==> src/design/tkpd_pkg.sv <==
// constants for the touch / keypad power-down controller and its serial port
// assumes a single 40 MHz sys_clk domain with synchronous serial pins
// Notes on behaviour
// - touch power-down opens every panel driver switch
// - touch power-down holds pen interrupt high
// - keypad power-down drives all six columns low
// - keypad power-down stops scan, clears data registers
// - keypad power-up resumes normal scanning
// - keypad power-down keeps keypad interrupt inactive
// - offset 08h bit 1 keypad power-down, reset 0
// - bit 0 touch power-down, reset 0
// - serial output driven only during host transfer; the enable here lags csn by one sys_clk
`default_nettype none

package tkpd_pkg;

  // register map, 7-bit word addresses
  localparam logic [6:0]  ADDR_POWER_DOWN_CONTROL = 7'h08;
  localparam logic [6:0]  ADDR_KEYPAD_DATA_FIRST  = 7'h09;
  localparam logic [6:0]  ADDR_KEYPAD_DATA_SECOND = 7'h0A;

  // power_down_control fields
  localparam int          BIT_TOUCH_POWERDOWN     = 0;
  localparam int          BIT_KEYPAD_POWERDOWN    = 1;
  localparam logic        RST_TOUCH_POWERDOWN     = 1'b0;
  localparam logic        RST_KEYPAD_POWERDOWN    = 1'b0;

  // widths and counts
  localparam int          REG_WIDTH               = 16;
  localparam int          NUM_COLUMNS             = 6;
  localparam int          NUM_PANEL_SWITCHES      = 4;
  localparam logic [3:0]  CMD_LAST_BIT            = 4'h7;
  localparam logic [3:0]  DATA_LAST_BIT           = 4'hF;
  localparam logic [15:0] RST_KEYPAD_DATA         = 16'h0000;

  // serial port frame phases
  typedef enum logic [1:0] {
    TKPD_SER_IDLE = 2'b00,
    TKPD_SER_CMD  = 2'b01,
    TKPD_SER_DATA = 2'b10,
    TKPD_SER_DONE = 2'b11
  } tkpd_ser_state_t;

endpackage : tkpd_pkg

`default_nettype wire

==> src/design/tkpd_top.sv <==
// power-down control for touch front end and keypad scanner, with the
// serial control port that reaches power_down_control
// assumes csn, sclk and din are synchronous to sys_clk and sclk is much
// slower than sys_clk (at least four sys_clk periods per sclk level)
`default_nettype none

module tkpd_top (
  input  wire logic        sys_clk,
  input  wire logic        rst_n,
  // serial control port
  input  wire logic        ser_csn,
  input  wire logic        ser_sclk,
  input  wire logic        ser_din,
  output logic             ser_dout,
  output logic             ser_dout_oe,
  // touch front end
  input  wire logic [3:0]  panel_switch_req,
  input  wire logic        pen_detect_n,
  output logic [3:0]       panel_switch_en,
  output logic             pen_interrupt_n,
  // keypad scanner
  input  wire logic [5:0]  column_drive_req,
  input  wire logic        key_irq_req_n,
  input  wire logic        key_data_valid,
  input  wire logic [15:0] key_data_first_in,
  input  wire logic [15:0] key_data_second_in,
  output logic [5:0]       keypad_column_drive,
  output logic             keypad_scan_en,
  output logic             key_interrupt_n,
  output logic [15:0]      keypad_data_first,
  output logic [15:0]      keypad_data_second,
  // control bits made visible
  output logic             touch_powerdown,
  output logic             keypad_powerdown
);

  tkpd_pkg::tkpd_ser_state_t state_reg;
  logic        sclk_reg;
  logic [3:0]  cnt_reg;
  logic [6:0]  addr_reg;
  logic        read_reg;
  logic [15:0] rx_reg;
  logic [15:0] tx_reg;
  logic        sclk_rise;
  logic        sclk_fall;
  logic [15:0] rx_next;
  logic        wr_strobe;
  logic [15:0] rd_value;

  // edges of the sampled serial clock
  assign sclk_rise = ser_sclk & ~sclk_reg;
  assign sclk_fall = ~ser_sclk & sclk_reg;
  assign rx_next   = {rx_reg[14:0], ser_din};
  assign wr_strobe = (state_reg == tkpd_pkg::TKPD_SER_DATA) & sclk_rise &
                     ~read_reg & (cnt_reg == tkpd_pkg::DATA_LAST_BIT);

  // read mux on the address still being shifted in, so the word is ready
  // before the first data fall; reserved bits and unmapped words read zero
  always_comb begin
    rd_value = 16'h0000;
    unique case (rx_next[6:0])
      tkpd_pkg::ADDR_POWER_DOWN_CONTROL: begin
        rd_value[tkpd_pkg::BIT_TOUCH_POWERDOWN]  = touch_powerdown;
        rd_value[tkpd_pkg::BIT_KEYPAD_POWERDOWN] = keypad_powerdown;
      end
      tkpd_pkg::ADDR_KEYPAD_DATA_FIRST:  rd_value = keypad_data_first;
      tkpd_pkg::ADDR_KEYPAD_DATA_SECOND: rd_value = keypad_data_second;
      default:                           rd_value = 16'h0000;
    endcase
  end

  // sclk edge detector; reset value matches sclk idling low, so no false
  // rise is seen when reset lets go
  always_ff @(posedge sys_clk) begin
    if (!rst_n) begin
      sclk_reg <= 1'b0;
    end else begin
      sclk_reg <= ser_sclk;
    end
  end

  // frame sequencer: 8 command bits (read flag, address), then 16 data bits
  // extra clocks after the 24th bit wait in DONE until csn goes high, so
  // only a fresh frame can issue the next command
  always_ff @(posedge sys_clk) begin
    if (!rst_n) begin
      state_reg <= tkpd_pkg::TKPD_SER_IDLE;
      cnt_reg   <= 4'h0;
      addr_reg  <= 7'h00;
      read_reg  <= 1'b0;
      rx_reg    <= 16'h0000;
    end else if (ser_csn) begin
      // raising csn aborts any half frame, nothing is written
      state_reg <= tkpd_pkg::TKPD_SER_IDLE;
      cnt_reg   <= 4'h0;
    end else begin
      unique case (state_reg)
        tkpd_pkg::TKPD_SER_IDLE: begin
          state_reg <= tkpd_pkg::TKPD_SER_CMD;
          cnt_reg   <= 4'h0;
        end
        tkpd_pkg::TKPD_SER_CMD: begin
          if (sclk_rise) begin
            rx_reg  <= rx_next;
            cnt_reg <= cnt_reg + 4'h1;
            if (cnt_reg == tkpd_pkg::CMD_LAST_BIT) begin
              read_reg  <= rx_reg[6];
              addr_reg  <= rx_next[6:0];
              cnt_reg   <= 4'h0;
              state_reg <= tkpd_pkg::TKPD_SER_DATA;
            end
          end
        end
        tkpd_pkg::TKPD_SER_DATA: begin
          if (sclk_rise) begin
            rx_reg  <= rx_next;
            cnt_reg <= cnt_reg + 4'h1;
            if (cnt_reg == tkpd_pkg::DATA_LAST_BIT) begin
              // further clocks in the same frame are ignored
              state_reg <= tkpd_pkg::TKPD_SER_DONE;
            end
          end
        end
        tkpd_pkg::TKPD_SER_DONE: begin
          // parked until csn rises; a stray pulse cannot start a command
          state_reg <= tkpd_pkg::TKPD_SER_DONE;
        end
      endcase
    end
  end

  // read data: loaded after the command, shifted out on sclk falls; a bit
  // reaches the pin one sys_clk after the fall, long before the next rise
  always_ff @(posedge sys_clk) begin
    if (!rst_n) begin
      tx_reg   <= 16'h0000;
      ser_dout <= 1'b0;
    end else if (state_reg == tkpd_pkg::TKPD_SER_CMD && sclk_rise &&
                 cnt_reg == tkpd_pkg::CMD_LAST_BIT) begin
      tx_reg <= rd_value;
    end else if (state_reg == tkpd_pkg::TKPD_SER_DATA && read_reg &&
                 sclk_fall) begin
      ser_dout <= tx_reg[15];
      tx_reg   <= {tx_reg[14:0], 1'b0};
    end
  end

  // output driver enabled only while csn frames a transfer; the enable
  // lags csn by one clock, the board pull keeps the line defined meanwhile
  always_ff @(posedge sys_clk) begin
    if (!rst_n) begin
      ser_dout_oe <= 1'b0;
    end else begin
      ser_dout_oe <= ~ser_csn;
    end
  end

  // power_down_control; only bits 1:0 are stored, reserved bits of a
  // write are dropped here and read back as zero from the mux
  always_ff @(posedge sys_clk) begin
    if (!rst_n) begin
      touch_powerdown  <= tkpd_pkg::RST_TOUCH_POWERDOWN;
      keypad_powerdown <= tkpd_pkg::RST_KEYPAD_POWERDOWN;
    end else if (wr_strobe &&
                 addr_reg == tkpd_pkg::ADDR_POWER_DOWN_CONTROL) begin
      touch_powerdown  <= rx_next[tkpd_pkg::BIT_TOUCH_POWERDOWN];
      keypad_powerdown <= rx_next[tkpd_pkg::BIT_KEYPAD_POWERDOWN];
    end
  end

  // touch gating: switches open, pen interrupt parked high;
  // pen detection is masked here so nothing reaches the host
  always_ff @(posedge sys_clk) begin
    if (!rst_n) begin
      panel_switch_en <= 4'h0;
      pen_interrupt_n <= 1'b1;
    end else if (touch_powerdown) begin
      panel_switch_en <= 4'h0;
      pen_interrupt_n <= 1'b1;
    end else begin
      panel_switch_en <= panel_switch_req;
      pen_interrupt_n <= pen_detect_n;
    end
  end

  // keypad gating; scanner restarts from its own idle on power-up,
  // columns parked low so no key can source current
  always_ff @(posedge sys_clk) begin
    if (!rst_n) begin
      keypad_column_drive <= 6'h00;
      keypad_scan_en      <= 1'b0;
      key_interrupt_n     <= 1'b1;
    end else if (keypad_powerdown) begin
      keypad_column_drive <= 6'h00;
      keypad_scan_en      <= 1'b0;
      key_interrupt_n     <= 1'b1;
    end else begin
      keypad_column_drive <= column_drive_req;
      keypad_scan_en      <= 1'b1;
      key_interrupt_n     <= key_irq_req_n;
    end
  end

  // keypad data: held empty while powered down, loads are dropped;
  // clear beats a same-cycle load so no stale key survives power-down
  always_ff @(posedge sys_clk) begin
    if (!rst_n) begin
      keypad_data_first  <= tkpd_pkg::RST_KEYPAD_DATA;
      keypad_data_second <= tkpd_pkg::RST_KEYPAD_DATA;
    end else if (keypad_powerdown) begin
      keypad_data_first  <= tkpd_pkg::RST_KEYPAD_DATA;
      keypad_data_second <= tkpd_pkg::RST_KEYPAD_DATA;
    end else if (key_data_valid) begin
      keypad_data_first  <= key_data_first_in;
      keypad_data_second <= key_data_second_in;
    end
  end

endmodule : tkpd_top

`default_nettype wire

==> config.mk <==
export PLATFORM = sky130hd
export DESIGN_NAME = tkpd_top
export DESIGN_NICKNAME = d
export VERILOG_FILES = /design/src/design/tkpd_pkg.sv /design/src/design/tkpd_top.sv
export SDC_FILE = /design/constraint.sdc
export NUM_CORES = 1
export LEC_CHECK = 0
export ABC_CLOCK_PERIOD_IN_PS = 1800
export BUFFER_PORTS_ARGS = -buffer_cell sky130_fd_sc_hd__buf_2
export CAP_MARGIN = 10
export CORE_AREA = 2 2 92 94
export CTS_CLUSTER_DIAMETER = 150
export DETAILED_ROUTE_END_ITERATION = 12
export DIE_AREA = 0 0 94 96
export GPL_ROUTABILITY_DRIVEN = 0
export GPL_TIMING_DRIVEN = 1
export PLACE_DENSITY = 0.84
export SLEW_MARGIN = 20
export SYNTH_ARGS = -nofsm -noshare
export SYNTH_HDL_FRONTEND = slang
export SYNTH_SLANG_ARGS = --single-unit
export TNS_END_PERCENT = 50
==> constraint.sdc <==
create_clock -name sys_clk -period 1.8 [get_ports sys_clk]
set_input_delay 0.09 -clock sys_clk [delete_from_list [all_inputs] [get_ports sys_clk]]
set_output_delay 0.09 -clock sys_clk [all_outputs]
set_load 0.02 [all_outputs]
==> impl_metrics.ini <==
[worst_setup_path]
critPathRequiredTime_ns = 2.08
max_stage_delay_ns = 0.55
crit_slowest_cell = or4b_4
cpLargestDelayFamily = simple AND/OR/NAND/NOR gates
critPathKind = reg -> reg
worstPathArrival_ns = 2.02
start_kind = register
path_buf_inv = 2
cp_cell_sequence = or4b_4, nor4_4, buf_4, buf_12, a22oi_1, a21boi_0
endpoint_kind = register
critPathMaxFanout = 8

[power_and_ir_drop]
leakagePower_nw = 2.13
ir_drop_mv = 0.669
p_per_area_mw_per_mm2 = 764

[sta]
finalSetupViolCount = 0
min_period_ns = 1.74
hold_violations = 0
clock_skew_ns = 0.0126
fin_crit_sh_pct = 96.6
tightest_slew_ns = 0.625
timing.slew.headroom_pct = 58.1
slew_violations = 0
fmax_mhz = 575

[finish]
fill_cells = 619
antenna_cells = 0
layout.nets = 548
final_area_mm2 = 0.00494
drive_above_1_share_pct = 32.8
synthToLayoutAreaGrowth_pct = 35.5
fin_util_pct = 61.4

[grt]
grt_overflow = 0
grt_use_total_pct = 19.7
grt_max_degree = 33
grt_pass1_vias = 3051
antenna_found_initial = 0
grt_pass1_wl_um = 14000

[synthesis]
synth_cells = 349
yosysWarningCount = 0
syn_area_mm2 = 0.00365
synthSimpleGateAreaFrac_pct = 17.5
synth-xor-area-share_pct = 0
synth_fa_ha_area_share_pct = 2.06
synth_nets = 405
yosys-mux-area-fraction_pct = 14.3
synth_top_family_by_area = simple AND/OR/NAND/NOR gates
postSynthAreaPerCell_um2 = 10.4
synth_cell_types = 41
synth_compound_area_share_pct = 15.0
ys_seq_area_share_pct = 47.8
ys_ff_latch = 87

[detailed_routing]
wl_um = 9370
routedWlPerCell_um = 15.6
drc = 0
drtIter0Drc = 144
vias = 3086
firstDrtPassIters = 4
viasPerCell = 5.13
ant_nets = 0

[clocking]
numCtsBuffers = 9
root_buffer = clkbuf_8
htree_levels = 3
clk-insertion-delay-late_ns = 0.36
ctsLongestPathBuffers = 2
tritoncts = yes
cts_num_sinks = 87
path_clk_slew_ns = 0.09

[min_path]
min_path_type = in -> reg

[placed_design]
port-buffer-count = 98
placed_area_mm2 = 0.00426
dp_hpwl_um = 5820

[floorplanning]
dieArea_mm2 = 0.00902
coreArea_mm2 = 0.00805
die_h_um = 96
start_util_pct = 45.3
fp.dieW_um = 94
row_count = 33
ioPinCount = 99

[flow_run]
drv_cap = 0

[status]
status = finished, final reports clean
[layout by cell type (no fill, tap or decap), types with 2 or more instances in the layout]
cell	synthesis	layout
buf_4	2	11
buf_2	5	98
dfxtp_1	87	84
nor2b_1	22	21
a21boi_2	10	10
mux2i_1	52	52
clkinvlp_4	0	2
a22o_1	14	14
a21boi_1	0	3
a31oi_1	2	2
a21boi_0	6	3
nand2b_1	5	5
nand3_1	4	4
o21ai_0	4	4
ha_1	6	4
buf_12	0	2
dfxtp_2	0	3
clkinv_4	0	2
clkbuf_8	0	9
and2_1	13	13
a22oi_1	7	7
nor3b_1	2	2
dlygate4sd3_1	0	42
ha_2	0	2
nand2_1	19	19
a21oi_1	4	3
inv_1	4	4
a22oi_2	8	8
nor2_1	39	39
o21ai_2	2	2
o311a_1	2	2
[worst min-delay path, cell delays in order]
cell	delay [ns]
buf_2	0.08
mux2i_1	0.07
nor2_1	0.09
[final timing paths]
kind / start / to / slack, ns / cells after the start
setup reg to reg: rx_reg[5] / tx_reg[6] / 0.06 / 6
hold / removal: key_data_first_in[5] / keypad_data_first[5] / 0.01 / 3
setup / recovery: rx_reg[5] / tx_reg[6] / 0.06 / 6
hold reg to reg: tx_reg[15] / tx_reg[15] / 0.46 / 2
[where the power goes]
group          internal [W]  switching (W)
registers           0.00199      0.0000504
logic              0.000247       0.000267
clock network      0.000509       0.000712
[layout make-up]
class                   count  area [µm²]  area share, %
clock buffers              10         128           2.58
flip-flops and latches     87        1750           35.3
inverters                   4        15.0          0.304
repair buffers            154        1060           21.4
multi-input cells         236        1820           36.8
clock inverters             6        46.3          0.937
well taps                 105         131           2.66
[metrics by stage]
| step | hold slack [ns] | setup WS (ns) | cells | setup TNS (ns) | power [W] |
|---|---|---|---|---|---|
| finish | 0.0100 | 0.0611 | 602 | 0 | 0.00377 |
| CTS | 0.00463 | 0.000379 | 597 | 0 | 0.00378 |
| global placement | 0.279 | 0.0948 | 539 | 0 | 0.00249 |
| detailed placement | 0.280 | -0.0156 | 539 | -0.0156 | 0.00250 |
| global route | 0.0431 | -0.0224 | 602 | -0.0938 | 0.00392 |
| floorplan | 0.191 | 0.0120 | 349 | 0 | 0.00234 |
[layer usage]
| layer | GRT usage [%] | part of all wire (%) | vias up |
|---|---|---|---|
| met5 | 0 | 0 | - |
| met4 | 9.66 | 2.6 | 0 |
| met3 | 3.45 | 4.2 | 21 |
| li1 | - | - | 1499 |
| met2 | 35.4 | 51 | 102 |
| met1 | 22.7 | 42 | 1464 |
[logic make-up after synthesis]
group	after synthesis
compound gates	62
fa+ha+maj	6
buf+inv	27
flops	87
mux	52
simple gates	115
[timing repair]
item | 4_1_cts | 5_1_grt
pin swaps | 0 | 3
endpoints found under the setup margin | 5 | 22
cloned | 0 | 2
hold endpoints to repair | 42 | 0
gates resized for setup | 1 | 12
hold buffers | 42 | 0
buffers inserted | 0 | 3
[cell usage after synthesis, drive strengths merged]
cell | count | area share [%]
and4b | 1 | 0.27
dfxtp | 87 | 48
a21o | 1 | 0.21
nand2 | 19 | 2.0
a211oi | 1 | 0.21
nor2b | 22 | 3.8
inv | 4 | 0.41
o21ba | 1 | 0.27
nor4b | 1 | 0.24
or2b | 1 | 0.21
nor4 | 1 | 0.58
a22o | 14 | 3.4
nor3 | 1 | 0.45
a31oi | 2 | 0.34
nand3 | 4 | 0.55
or2 | 1 | 0.17
a21oi | 4 | 0.55
mux2i | 52 | 14
nand3b | 1 | 0.21
or4b | 1 | 0.38
nor4bb | 1 | 0.27
clkbuf | 14 | 1.5
buf | 9 | 1.5
a21boi | 16 | 4.3
nor2 | 39 | 4.0
nor3b | 2 | 0.41
o311a | 2 | 0.55
a22oi | 15 | 4.2
o21ai | 6 | 1.0
nand4b | 2 | 0.89
nand2b | 5 | 0.86
and2 | 13 | 2.2
ha | 6 | 2.1
Power figures use the tool's default switching activity.
